## config.mk

```make
export PLATFORM = sky130hd
export DESIGN_NAME = analog_comparator_control
export DESIGN_NICKNAME = d
export VERILOG_FILES = /design/src/shared/comparator_pkg.sv /design/src/comparator_sync.sv /design/src/analog_comparator_control.sv
export SDC_FILE = /design/constraint.sdc
export NUM_CORES = 1
export LEC_CHECK = 0
export ABC_AREA = 1
export BUFFER_PORTS_ARGS = -buffer_cell sky130_fd_sc_hd__buf_2
export CAP_MARGIN = 20
export CORE_MARGIN = 2
export CORE_UTILIZATION = 54
export CTS_CLUSTER_SIZE = 16
export DETAILED_ROUTE_END_ITERATION = 6
export GPL_TIMING_DRIVEN = 0
export PLACE_DENSITY = 0.91
export RECOVER_POWER = 100
export SYNTH_ARGS = -nofsm -noshare
export SYNTH_HDL_FRONTEND = slang
export SYNTH_SLANG_ARGS = --single-unit
```

## constraint.sdc

```tcl
create_clock -name clk_i -period 2.6 [get_ports clk_i]
set_input_delay 0.26 -clock clk_i [delete_from_list [all_inputs] [get_ports clk_i]]
set_output_delay 0.26 -clock clk_i [all_outputs]
set_load 0.02 [all_outputs]
```

## src/shared/comparator_pkg.sv

```systemverilog
// constants and types for the analog comparator control block
package comparator_pkg;

  // register indices on the plain register port
  localparam logic [1:0] CONV_CTRL_B_ADDR   = 2'h0;
  localparam logic [1:0] CTRL_STATUS_ADDR   = 2'h1;
  localparam logic [1:0] PIN_DISABLE_ADDR   = 2'h2;
  localparam logic [1:0] CONV_CTRL_A_ADDR   = 2'h3;

  // control and status field positions
  localparam int CS_OFF_BIT     = 7;
  localparam int CS_BANDGAP_BIT = 6;
  localparam int CS_RESULT_BIT  = 5;
  localparam int CS_FLAG_BIT    = 4;
  localparam int CS_IRQ_EN_BIT  = 3;
  localparam int CS_CAPTURE_BIT = 2;
  localparam int CS_MODE_HI_BIT = 1;
  localparam int CS_MODE_LO_BIT = 0;

  // converter control b: multiplexer enable
  localparam int CB_MUX_EN_BIT  = 6;
  // converter control a: converter on
  localparam int CA_CONV_ON_BIT = 7;

  // pin input disable fields
  localparam int PD_NEG_BIT     = 1;
  localparam int PD_POS_BIT     = 0;

  // reset values
  localparam logic [7:0] CONV_CTRL_B_RESET = 8'h00;
  localparam logic [7:0] CTRL_STATUS_RESET = 8'h00;
  localparam logic [7:0] PIN_DISABLE_RESET = 8'h00;
  localparam logic [7:0] CONV_CTRL_A_RESET = 8'h00;

  typedef enum logic [1:0] {
    MODE_TOGGLE   = 2'h0,
    MODE_RESERVED = 2'h1,
    MODE_FALLING  = 2'h2,
    MODE_RISING   = 2'h3
  } event_mode_t;

endpackage

```

## src/comparator_sync.sv

```systemverilog
// two-flop synchroniser for the comparator output
`timescale 1ns/1ps
module comparator_sync (
  // clock and reset
  input  wire logic clk_i,
  input  wire logic rst_n_i,
  // asynchronous level in, synchronised level out
  input  wire logic async_i,
  output logic      sync_o
);
  logic meta_reg;
  logic sync_reg;

  // meta_reg is read only by sync_reg
  always_ff @(posedge clk_i) begin
    if (!rst_n_i) begin
      meta_reg <= 1'b0;
      sync_reg <= 1'b0;
    end else begin
      meta_reg <= async_i;
      sync_reg <= meta_reg;
    end
  end

  assign sync_o = sync_reg;
endmodule

```

## src/analog_comparator_control.sv

```systemverilog
// analog comparator control, event detection and register file
// Function
// raw result high when selected positive input exceeds selected negative input
// mux enabled and converter off: channel select picks converter input 0..7
// mux disabled or converter on: negative pin feeds negative input
// bandgap select chooses bandgap, else positive pin, for positive input
// result bit is synchronised, one to two cycles late
// comparator-off bit powers comparator down, zero powers it up
// event flag set on the edge chosen by event mode
// flag cleared by interrupt acknowledge or by writing one
// interrupt request when flag, irq enable and global enable all set
// capture route on: comparator output feeds timer capture front end
// capture route off: timer capture sees nothing from comparator
// mode 00 toggle, 01 reserved, 10 falling, 11 rising
// software disables irq before changing event mode
// software disables irq before toggling comparator-off
// control/status bit layout fixed from off at 7 to mode at 1:0
// digital-off bit kills pin input buffer, port bit reads zero
// pin disable register bits 7..2 read zero
// software clears converter power gate before using the mux
// software also sets timer capture irq enable for capture interrupts
// edges found by comparing synchronised output with its previous value
`timescale 1ns/1ps
module analog_comparator_control
  import comparator_pkg::*;
(
  // clock and reset
  input  wire logic       clk_i,
  input  wire logic       rst_n_i,
  // register port
  input  wire logic [1:0] reg_addr_i,
  input  wire logic [7:0] reg_wdata_i,
  input  wire logic       reg_write_i,
  input  wire logic       reg_read_i,
  output logic      [7:0] reg_rdata_o,
  // analog front end: comparison outcomes per selected pair (digital model)
  input  wire logic [7:0] pos_gt_conv_i,
  input  wire logic [7:0] bg_gt_conv_i,
  input  wire logic       pos_gt_neg_i,
  input  wire logic       bg_gt_neg_i,
  output logic            comparator_power_o,
  output logic            bandgap_select_o,
  output logic            neg_use_mux_o,
  output logic      [2:0] channel_select_o,
  // converter multiplexer channel select
  input  wire logic [2:0] channel_select_i,
  // cpu interrupt
  input  wire logic       global_irq_enable_i,
  input  wire logic       irq_ack_i,
  output logic            irq_o,
  // timer capture
  output logic            capture_o,
  // pin digital input buffers
  input  wire logic       positive_input_pin_i,
  input  wire logic       negative_input_pin_i,
  output logic            positive_pin_digital_o,
  output logic            negative_pin_digital_o,
  output logic            positive_pin_buffer_en_o,
  output logic            negative_pin_buffer_en_o
);

  // ==========================================================
  // registers
  logic [7:0] conv_ctrl_b_reg;
  logic [7:0] conv_ctrl_a_reg;
  logic       comparator_off_reg;
  logic       bandgap_select_reg;
  logic       compare_event_flag_reg;
  logic       compare_irq_enable_reg;
  logic       capture_route_enable_reg;
  logic [1:0] event_mode_reg;
  logic [1:0] pin_disable_reg;
  logic [7:0] rdata_reg;
  logic       result_prev_reg;
  logic       pos_pin_meta_reg;
  logic       pos_pin_reg;
  logic       neg_pin_meta_reg;
  logic       neg_pin_reg;

  function automatic logic sel_hit(input logic [1:0] a, input logic [1:0] target);
    sel_hit = (a == target);
  endfunction

  // ==========================================================
  // input selection and raw comparison
  logic negative_mux_enable;
  logic converter_on;
  logic use_mux;
  logic raw_result;
  logic gated_result;
  logic compare_result;

  assign negative_mux_enable = conv_ctrl_b_reg[CB_MUX_EN_BIT];
  assign converter_on        = conv_ctrl_a_reg[CA_CONV_ON_BIT];
  assign use_mux             = negative_mux_enable && !converter_on;  // see R2
  assign neg_use_mux_o       = use_mux;
  assign channel_select_o    = channel_select_i;
  assign bandgap_select_o    = bandgap_select_reg;
  assign comparator_power_o  = !comparator_off_reg;

  // positive and negative choices together pick one precomputed comparison
  assign raw_result = use_mux ?
                      (bandgap_select_reg ? bg_gt_conv_i[channel_select_i]
                                          : pos_gt_conv_i[channel_select_i])
                    : (bandgap_select_reg ? bg_gt_neg_i : pos_gt_neg_i); // see R1
  // a powered-down comparator reads low; no drift on the output
  assign gated_result = raw_result && !comparator_off_reg;

  comparator_sync u_sync (
    .clk_i   (clk_i),
    .rst_n_i (rst_n_i),
    .async_i (gated_result),
    .sync_o  (compare_result)
  );

  // ==========================================================
  // edge detection and event flag
  logic rise_edge;
  logic fall_edge;
  logic event_hit;
  logic write_ctrl;
  logic flag_clear;
  logic flag_next;

  assign rise_edge = compare_result && !result_prev_reg;
  assign fall_edge = !compare_result && result_prev_reg;
  assign event_hit = (sel_hit(event_mode_reg, MODE_TOGGLE) && (rise_edge || fall_edge))
                   || (sel_hit(event_mode_reg, MODE_FALLING) && fall_edge)
                   || (sel_hit(event_mode_reg, MODE_RISING) && rise_edge); // see R7
  assign write_ctrl = reg_write_i && (reg_addr_i == CTRL_STATUS_ADDR);
  assign flag_clear = irq_ack_i || (write_ctrl && reg_wdata_i[CS_FLAG_BIT]);
  // a new event beats a clear in the same cycle
  assign flag_next  = event_hit || (compare_event_flag_reg && !flag_clear);

  assign irq_o = compare_event_flag_reg && compare_irq_enable_reg
               && global_irq_enable_i;
  assign capture_o = capture_route_enable_reg && compare_result;      // see R10

  // ==========================================================
  // pin digital input buffers
  assign positive_pin_buffer_en_o = !pin_disable_reg[PD_POS_BIT];
  assign negative_pin_buffer_en_o = !pin_disable_reg[PD_NEG_BIT];
  assign positive_pin_digital_o   = pos_pin_reg && !pin_disable_reg[PD_POS_BIT];
  assign negative_pin_digital_o   = neg_pin_reg && !pin_disable_reg[PD_NEG_BIT];

  // ==========================================================
  // register read
  logic [7:0] ctrl_status_view;
  logic [7:0] read_mux;

  assign ctrl_status_view = {comparator_off_reg, bandgap_select_reg, compare_result,
                             compare_event_flag_reg, compare_irq_enable_reg,
                             capture_route_enable_reg, event_mode_reg};
  assign read_mux = (reg_addr_i == CONV_CTRL_B_ADDR) ? conv_ctrl_b_reg
                  : (reg_addr_i == CTRL_STATUS_ADDR) ? ctrl_status_view
                  : (reg_addr_i == PIN_DISABLE_ADDR) ? {6'h00, pin_disable_reg}
                  : conv_ctrl_a_reg;
  assign reg_rdata_o = rdata_reg;

  // ==========================================================
  // sequential logic
  always_ff @(posedge clk_i) begin
    if (!rst_n_i) begin
      rdata_reg <= 8'h00;
    end else if (reg_read_i) begin
      rdata_reg <= read_mux;
    end else begin
      rdata_reg <= 8'h00;
    end
  end

  always_ff @(posedge clk_i) begin
    if (!rst_n_i) begin
      pos_pin_meta_reg <= 1'b0;
      pos_pin_reg      <= 1'b0;
      neg_pin_meta_reg <= 1'b0;
      neg_pin_reg      <= 1'b0;
      result_prev_reg  <= 1'b0;
    end else begin
      pos_pin_meta_reg <= positive_input_pin_i;
      pos_pin_reg      <= pos_pin_meta_reg;
      neg_pin_meta_reg <= negative_input_pin_i;
      neg_pin_reg      <= neg_pin_meta_reg;
      result_prev_reg  <= compare_result;
    end
  end

  always_ff @(posedge clk_i) begin
    if (!rst_n_i) begin
      conv_ctrl_b_reg          <= CONV_CTRL_B_RESET;
      conv_ctrl_a_reg          <= CONV_CTRL_A_RESET;
      comparator_off_reg       <= CTRL_STATUS_RESET[CS_OFF_BIT];
      bandgap_select_reg       <= CTRL_STATUS_RESET[CS_BANDGAP_BIT];
      compare_irq_enable_reg   <= CTRL_STATUS_RESET[CS_IRQ_EN_BIT];
      capture_route_enable_reg <= CTRL_STATUS_RESET[CS_CAPTURE_BIT];
      event_mode_reg           <= CTRL_STATUS_RESET[CS_MODE_HI_BIT:CS_MODE_LO_BIT];
      pin_disable_reg          <= PIN_DISABLE_RESET[PD_NEG_BIT:PD_POS_BIT];
      compare_event_flag_reg   <= CTRL_STATUS_RESET[CS_FLAG_BIT];
    end else begin
      compare_event_flag_reg <= flag_next;
      if (reg_write_i && (reg_addr_i == CONV_CTRL_B_ADDR)) begin
        conv_ctrl_b_reg <= reg_wdata_i;
      end
      if (reg_write_i && (reg_addr_i == CONV_CTRL_A_ADDR)) begin
        conv_ctrl_a_reg <= reg_wdata_i;
      end
      if (reg_write_i && (reg_addr_i == PIN_DISABLE_ADDR)) begin
        pin_disable_reg <= reg_wdata_i[PD_NEG_BIT:PD_POS_BIT];
      end
      if (write_ctrl) begin
        comparator_off_reg       <= reg_wdata_i[CS_OFF_BIT];
        bandgap_select_reg       <= reg_wdata_i[CS_BANDGAP_BIT];
        compare_irq_enable_reg   <= reg_wdata_i[CS_IRQ_EN_BIT];
        capture_route_enable_reg <= reg_wdata_i[CS_CAPTURE_BIT];
        event_mode_reg           <= reg_wdata_i[CS_MODE_HI_BIT:CS_MODE_LO_BIT];
      end
    end
  end
endmodule

```

### Word level (Yosys, flattened, before mapping)

Cells that the tools add are included.

* word-level logic and storage cells: 66
* output and inout bits: 20
* register bits: 40
* input port bits: 39

* reductions and logical operators: 33
* muxes and demuxes: 10
* order comparisons: 1
* equal/unequal tests: 5

Operator list (number)
* 8-bit 2-to-1 mux: 3
* 1-bit logical AND: 18
* 2-bit equality test (second input constant): 4
* 1-bit zero test: 7
* 1-bit binary-select mux with 3-bit select: 2
* 1-bit logical OR: 5
* 1-bit 2-to-1 mux: 5
* 2-bit zero test: 2
* 3-bit by 4-bit < comparator with 1-bit output (second input constant): 1
* 2-bit by 1-bit equality test with 1-bit output (second input constant): 1
* 2-bit AND reduction: 1

### Logic depth before layout (Yosys ltp)

Gate-level depths: netlist of run 1.

* depth after elaboration: 7
* gate-level depth with buffers: 10
* gate-level depth less buffers: 9

### Modules after synthesis

A second synthesis of run 1 with hierarchy kept.

* cells, all modules: 260
* area, all modules: 1813.0 µm²

Modules (own cells, without submodules)
* analog_comparator_control: instances 1, cells each 254, sequential area each 760.7 µm², area each 1757.9 µm²
* comparator_sync: instances 1, cells each 6, sequential area each 40.0 µm², area each 55.1 µm²

### Worst setup path after synthesis of run 1

No wires, ideal clock.

* kind: in2reg
* from: input channel_select_i[0]
* to: register u_sync.meta_reg
* setup slack: 1589 ps
* setup time: 109 ps
* stages: 9
* required time: 2491 ps
* path buffers: 1
* arrival time: 902 ps
* path through: buf_4 -> inv_2 -> nand2_1 -> nand3_1 -> nand3_1 -> nand3_1 -> nand3_1 -> nand2_1 -> inv_1

* longest elaborated chain between the ends: 5
* elaborated cells between the ends (all ways): 7
* those cells by class: 6 x mux; 1 x reduce/logical

RTL lines
* start: declaration: RTL line analog_comparator_control.sv:46 `input wire logic [2:0] channel_select_i,`
* 1-bit binary-select mux with 3-bit select, on equally long branches: RTL line analog_comparator_control.sv:104, analog_comparator_control.sv:103
* 1-bit 2-to-1 mux, on equally long branches: RTL line analog_comparator_control.sv:104, analog_comparator_control.sv:103
* 1-bit 2-to-1 mux (*): RTL line analog_comparator_control.sv:103 `(bandgap_select_reg ? bg_gt_conv_i[channel_select_i]`
* 1-bit 2-to-1 mux (*): RTL line analog_comparator_control.sv:102 `assign raw_result = use_mux ?`
* 1-bit logical AND (*): RTL line analog_comparator_control.sv:107 `assign gated_result = raw_result && !comparator_off_reg;`
* end signal: assignment: RTL line comparator_sync.sv:20 `meta_reg <= async_i;`
* end: declaration: RTL line comparator_sync.sv:11 `logic meta_reg;`

Mark *: on every way between the ends. The rest lies on a longest branch, timed or not. The select of a mux whose other input is x is not followed.
A chain may end at the register's enable or synchronous reset.

### Final worst setup path of run 1

* from: input reg_addr_i[1]
* to: register conv_ctrl_b_reg[5]

* longest elaborated chain between the ends: 2

RTL lines
* start: declaration: RTL line analog_comparator_control.sv:31 `input wire logic [1:0] reg_addr_i,`
* 2-bit zero test: RTL line analog_comparator_control.sv:201 `if (reg_write_i && (reg_addr_i == CONV_CTRL_B_ADDR)) begin`
* 1-bit logical AND: RTL line analog_comparator_control.sv:201
* end signal: assignment: RTL line analog_comparator_control.sv:202 `conv_ctrl_b_reg <= reg_wdata_i;`
* end: declaration: RTL line analog_comparator_control.sv:64 `logic [7:0] conv_ctrl_b_reg;`

No other way between the ends.

==> results.json, run 1 <==
{
  "outcome": "complete, no violations",
  "rsz0062_at_grt": "false",
  "slowest_stage": "clkbuf_1",
  "path_class": "in2reg",
  "syn_area_mm2": 0.00186,
  "power.density_mw_per_mm2": 564,
  "synth_seq_cells": 40,
  "gp_congestion": 0.921,
  "dp_hpwl_um": 3170,
  "io_pins": 59,
  "cpPeakStageDelay_ns": 0.37,
  "critPathCaptureType": "flop",
  "first_global_vias": 1635,
  "worstSkewPairLatency_ns": 0.35,
  "drv_cap": 0,
  "final_area_mm2": 0.00221,
  "start_util_pct": 55.9,
  "vias": 1810,
  "hold_path.class": "in2reg",
  "fin_crit_sh_pct": 65.9,
  "synth.avg_cell_area_um2": 7.25,
  "drc": 0,
  "vias_per_cell": 4.92,
  "r2r-end": "compare_event_flag_reg$_SDFF_PN0_",
  "grt_usage_pct": 22.2,
  "n_antenna_cell": 0,
  "crit_buf_inv": 4,
  "cp.depth": 8,
  "drt_iter0_markers": 102,
  "crit_fanout": 10,
  "area_growth_pct": 18.5,
  "tightestPinTransition_ns": 0.702,
  "slew_headroom_pct": 53.2,
  "synth_top_cell_by_area": "dfxtp_1",
  "antenna_found_initial": 0,
  "post_drt_wl_per_cell_um": 11.4,
  "root_buffer": "clkbuf_4",
  "worstHoldPathCells": 3,
  "crit_family": "buffers and inverters",
  "netlist.area_leader.share_pct": 43.0,
  "cts.sinks": 40,
  "fin_tns_setup_ns": 0,
  "total_power_mw": 1.25,
  "chipHeight_um": 62.8,
  "synth_edf_count": 0,
  "async_flop_share_pct": 0,
  "nFillCells": 318,
  "final-max-slew-violation-count": 0,
  "hold_violations": 0,
  "syn_nets": 298,
  "dpl_cell_area_mm2": 0.00221,
  "postCtsSetupRepairBufs": 0,
  "yosys-top-cells-area": "dfxtp_1 43%, inv_1 11%, nand2_1 8.7%, o21ai_0 5.9%, a21oi_1 4.6%",
  "setup_viol": 0,
  "synth_cell_types": 27,
  "worstHoldEndpoint": "neg_pin_meta_reg$_SDFF_PN0_",
  "grt_pass1_wl_um": 7010,
  "setup_ws_ns": 0.887,
  "synth_flop_cell": "dfxtp_1",
  "cts_tree": "done",
  "cp-start-kind": "primary input",
  "cts_hold_buffers": 0,
  "cts_max_level": 2,
  "cts_inserted_buffers": 5,
  "power.leakage_nw": 1.09,
  "clockBufferDepth": 2,
  "dr.pass1.iters": 4,
  "max-vdd-ir-drop_mv": 0.300,
  "clk_pin_slew_ns": 0.12,
  "cp.arrival_ns": 1.95,
  "period_needed_ns": 1.71,
  "rows": 21,
  "die_width_um": 62.8,
  "core-area_mm2": 0.00334,
  "fin_skew_ns": 0.00793,
  "ys_seq_area_share_pct": 43.0,
  "synthCells": 257,
  "cts_resized": 0,
  "die_area_mm2": 0.00394,
  "regArea_um2": 801,
  "crit_chain": "buf_2 > inv_1 > nand2_1 > nor2_1 > clkinvlp_2 > clkbuf_1 > o21ai_2 > a21oi_2",
  "synth_warnings": 0,
  "rrSetupSlack_ns": 1.51,
  "critPathRequiredTime_ns": 2.84,
  "post-place-ws_ns": 1.31,
  "drive_gt1_share_pct": 19.3,
  "io_buffers": 57,
  "antenna_left": 0,
  "min-delay-start": "negative_input_pin_i",
  "grt_max_degree": 14,
  "wl_um": 4210,
  "r2r.worst_path.cells": 4,
  "r2r-start": "u_sync.sync_o$_SDFF_PN0_",
  "nNetsFinal": 362,
  "multi_input_area_um2": 726,
  "clock.fmax_mhz": 584,
  "grt_overflow": 0
}
power breakdown:
part           switching, mW  leakage (nW)  internal (mW)  total (mW)
Combinational          0.115         0.718         0.0687       0.184
Sequential            0.0115         0.327          0.642       0.653
Clock                  0.208        0.0412          0.200       0.409
Total                  0.335          1.09          0.911        1.25
through the flow:
step,instances,hold WS (ns),utilization [%]
finish,368,0.0784,66.2
global placement,360,0.397,66.1
CTS,368,0.0678,68.5
global route,368,0.0755,66.2
floorplan,257,0.358,-
detailed placement,360,0.400,66.1
synthesized netlist by cell type, types with 4 or more instances:
cell type and n:
inv_2 6, buf_4 4, dfxtp_1 40, nand3_1 15, o21ai_1 5, inv_1 53
o22ai_1 6, nor2_1 16, a21oi_1 17, nand2_1 43, o21ai_0 22, a21oi_2 6
per-layer routing:
| metal | global-route usage [%] | vias up | part of all wire [%] |
|---|---|---|---|
| met5 | 0 | - | 0 |
| met4 | 5.00 | 0 | 1.2 |
| met3 | 5.77 | 8 | 7.1 |
| met2 | 38.7 | 57 | 50 |
| met1 | 27.5 | 812 | 42 |
| li1 | - | 933 | - |
cells by family (layout without fill, tap and decap cells):
kind of cell | Yosys count | in the layout | synth area share (%)
adders and majority gates | 2 | 2 | 1.34
AOI/OAI and AO/OA | 65 | 65 | 20.5
and+or+nand+nor | 80 | 80 | 18.7
DFF | 40 | 40 | 43.0
buffers and inverters | 70 | 135 | 16.5
worst min-delay path: stages:
cell and delay [ns]:
buf_2 0.07, nand2_1 0.04, inv_1 0.04
layout make-up:
| cell class | count | area share, % |
|---|---|---|
| clock buffers | 5 | 1.70 |
| well taps | 46 | 2.60 |
| flip-flops and latches | 40 | 36.2 |
| clock inverters | 3 | 1.93 |
| multi-input cells | 147 | 32.8 |
| plain buffers | 10 | 2.72 |
| repair buffers | 57 | 11.7 |
| inverters | 60 | 10.2 |
worst max-delay path by stage:
stage,start,end,slack [ns]
floorplan,channel_select_i[0],u_sync.meta_reg$_SDFF_PN0_,1.59
global placement,reg_addr_i[1],bandgap_select_o$_SDFFE_PN0P_,1.34
detailed placement,reg_addr_i[1],bandgap_select_o$_SDFFE_PN0P_,1.31
CTS,conv_ctrl_b_reg[6]$_SDFFE_PN0P_,neg_use_mux_o,1.25
global route,reg_addr_i[1],conv_ctrl_b_reg[5]$_SDFFE_PN0P_,0.76
finish,reg_addr_i[1],conv_ctrl_b_reg[5]$_SDFFE_PN0P_,0.89
cells in the final DEF (no fill, tap or decap), types with 2 or more instances in the layout:
cell	instances
inv_1	55
a21oi_2	6
o211ai_1	3
o21ai_2	3
dfxtp_1	40
buf_2	36
nand2_1	47
a21oi_1	17
o21ai_1	4
nor2_1	18
clkbuf_1	26
nand3_1	15
o21ai_0	23
ha_1	2
clkbuf_4	5
inv_2	3
o22ai_1	6
buf_4	4
(Power assumes the default switching activity.)
==> run 2, diff against run 1 <==
Settings changed: CORE_UTILIZATION 54 to 45, PLACE_DENSITY 0.91 to 0.82.
Clock period 2.6 ns to 1.45 ns, I/O delays scaled along.
==> results.json, run 2 (synthesis gave the netlist of run 1 again) <==
{
  "outcome": "complete, no violations",
  "area_growth_pct": 21.9,
  "drv_cap": 0,
  "cts_inserted_buffers": 5,
  "critPathRequiredTime_ns": 1.31,
  "worstHoldPathCells": 3,
  "drt_iter0_markers": 132,
  "chipHeight_um": 68.4,
  "wl_um": 4500,
  "whs_ns": 0.0375,
  "first_global_vias": 1738,
  "drc": 0,
  "cts_max_level": 2,
  "cts_resized": 0,
  "dp_hpwl_um": 3360,
  "r2r-end": "compare_event_flag_reg$_SDFF_PN0_",
  "io_pins": 59,
  "vias": 1813,
  "rrSetupSlack_ns": 0.35,
  "cts.sinks": 40,
  "endpoint": "neg_use_mux_o",
  "clockBufferDepth": 2,
  "period_needed_ns": 1.21,
  "grt_pass1_wl_um": 7530,
  "final_cell_mix": "55 x inv_1, 45 x nand2_1, 40 x dfxtp_1",
  "grt_usage_pct": 21.7,
  "gp_congestion": 0.942,
  "drive_gt1_share_pct": 20.5,
  "grt_overflow": 0,
  "n_antenna_cell": 0,
  "setup_ws_ns": 0.243,
  "start_util_pct": 46.6,
  "root_buffer": "clkbuf_8",
  "final_common_cell": "inv_1",
  "path_class": "reg2out",
  "slew_headroom_pct": 71.3,
  "final-max-slew-violation-count": 0,
  "final_area_mm2": 0.00227,
  "cp.arrival_ns": 1.06,
  "antenna_found_initial": 0,
  "fin_tns_setup_ns": 0,
  "r2r.worst_path.cells": 4,
  "clock.fmax_mhz": 829,
  "postCtsSetupRepairBufs": 0,
  "post-place-ws_ns": 0.295,
  "dpl_cell_area_mm2": 0.00221,
  "worstSetupStartpoint": "conv_ctrl_b_reg[6]$_SDFFE_PN0P_",
  "die_width_um": 68.4,
  "fin_skew_ns": 0.00769,
  "clk_pin_slew_ns": 0.07,
  "hold_violations": 0,
  "cp-start-kind": "flop",
  "tightestPinTransition_ns": 0.430,
  "grt_max_degree": 13,
  "worstSkewPairLatency_ns": 0.29,
  "vias_per_cell": 4.87,
  "critPathCaptureType": "output port",
  "setup_viol": 0,
  "rows": 23,
  "post_drt_wl_per_cell_um": 12.1,
  "cts_hold_buffers": 0,
  "nNetsFinal": 362,
  "hold_path.class": "in2reg",
  "antenna_left": 0,
  "io_buffers": 57,
  "crit_fanout": 4,
  "power.leakage_nw": 1.12,
  "cts_tree": "done",
  "fin_crit_sh_pct": 83.2,
  "rsz0062_at_grt": "false",
  "power.density_mw_per_mm2": 1050,
  "max-vdd-ir-drop_mv": 0.660,
  "utilization_pct": 56.8,
  "dr.pass1.iters": 4,
  "core-area_mm2": 0.00400,
  "r2r-start": "u_sync.sync_o$_SDFF_PN0_",
  "die_area_mm2": 0.00467
}
==> run 2: cell types whose count changed in the layout (fill, tap and decap cells not counted), sizes merged <==
cell      previous run  this run
buf                 41        43
inv                 58        60
clkinv               2         1
clkbuf              31        30
clkinvlp             2         0
==> run 2: worst min path at each step <==
stage                     slack (ns)                  from                          end
after global placement          0.33  negative_input_pin_i  neg_pin_meta_reg$_SDFF_PN0_
after CTS                       0.03  negative_input_pin_i  neg_pin_meta_reg$_SDFF_PN0_
final                           0.04  negative_input_pin_i  neg_pin_meta_reg$_SDFF_PN0_
after global routing            0.06  negative_input_pin_i  neg_pin_meta_reg$_SDFF_PN0_
after floorplan                 0.24  negative_input_pin_i  neg_pin_meta_reg$_SDFF_PN0_
after detailed placement        0.33  positive_input_pin_i  pos_pin_meta_reg$_SDFF_PN0_
==> run 2: metrics by stage <==
stage	power [mW]	cells
floorplan	1.41	257
CTS	2.43	372
global placement	1.54	364
finish	2.39	372
global route	2.51	372
detailed placement	1.55	364
==> run 2: power by group <==
group	leakage (nW)	switching, mW	internal, mW
clock network	0.0552	0.372	0.511
logic	0.738	0.212	0.128
registers	0.327	0.0211	1.15
==> run 2: layer usage <==
metal | share of wire (%) | vias to the layer above | global-route usage (%)
met2 | 49 | 69 | 37.5
met3 | 6.7 | 6 | 4.11
met1 | 44 | 810 | 27.0
met5 | 0 | - | 0
met4 | 1.0 | 0 | 7.25
li1 | - | 928 | -
==> run 2: cell type report <==
class                           instances  area [µm²]
Clock inverter                          2        35.0
Buffer                                 10        78.8
Tap cell                               50        62.6
Fill cell                             389        1730
Timing Repair Buffer                   57         259
Clock buffer                            6        72.6
Multi-Input combinational cell        147         736
Sequential cell                        40         801
Inverter                               60         228
==> run 2: worst max-delay path: stages (launching register included) <==
cell,delay (ns)
dfxtp_1,0.31
inv_1,0.08
nor2_1,0.13
clkbuf_1,0.26
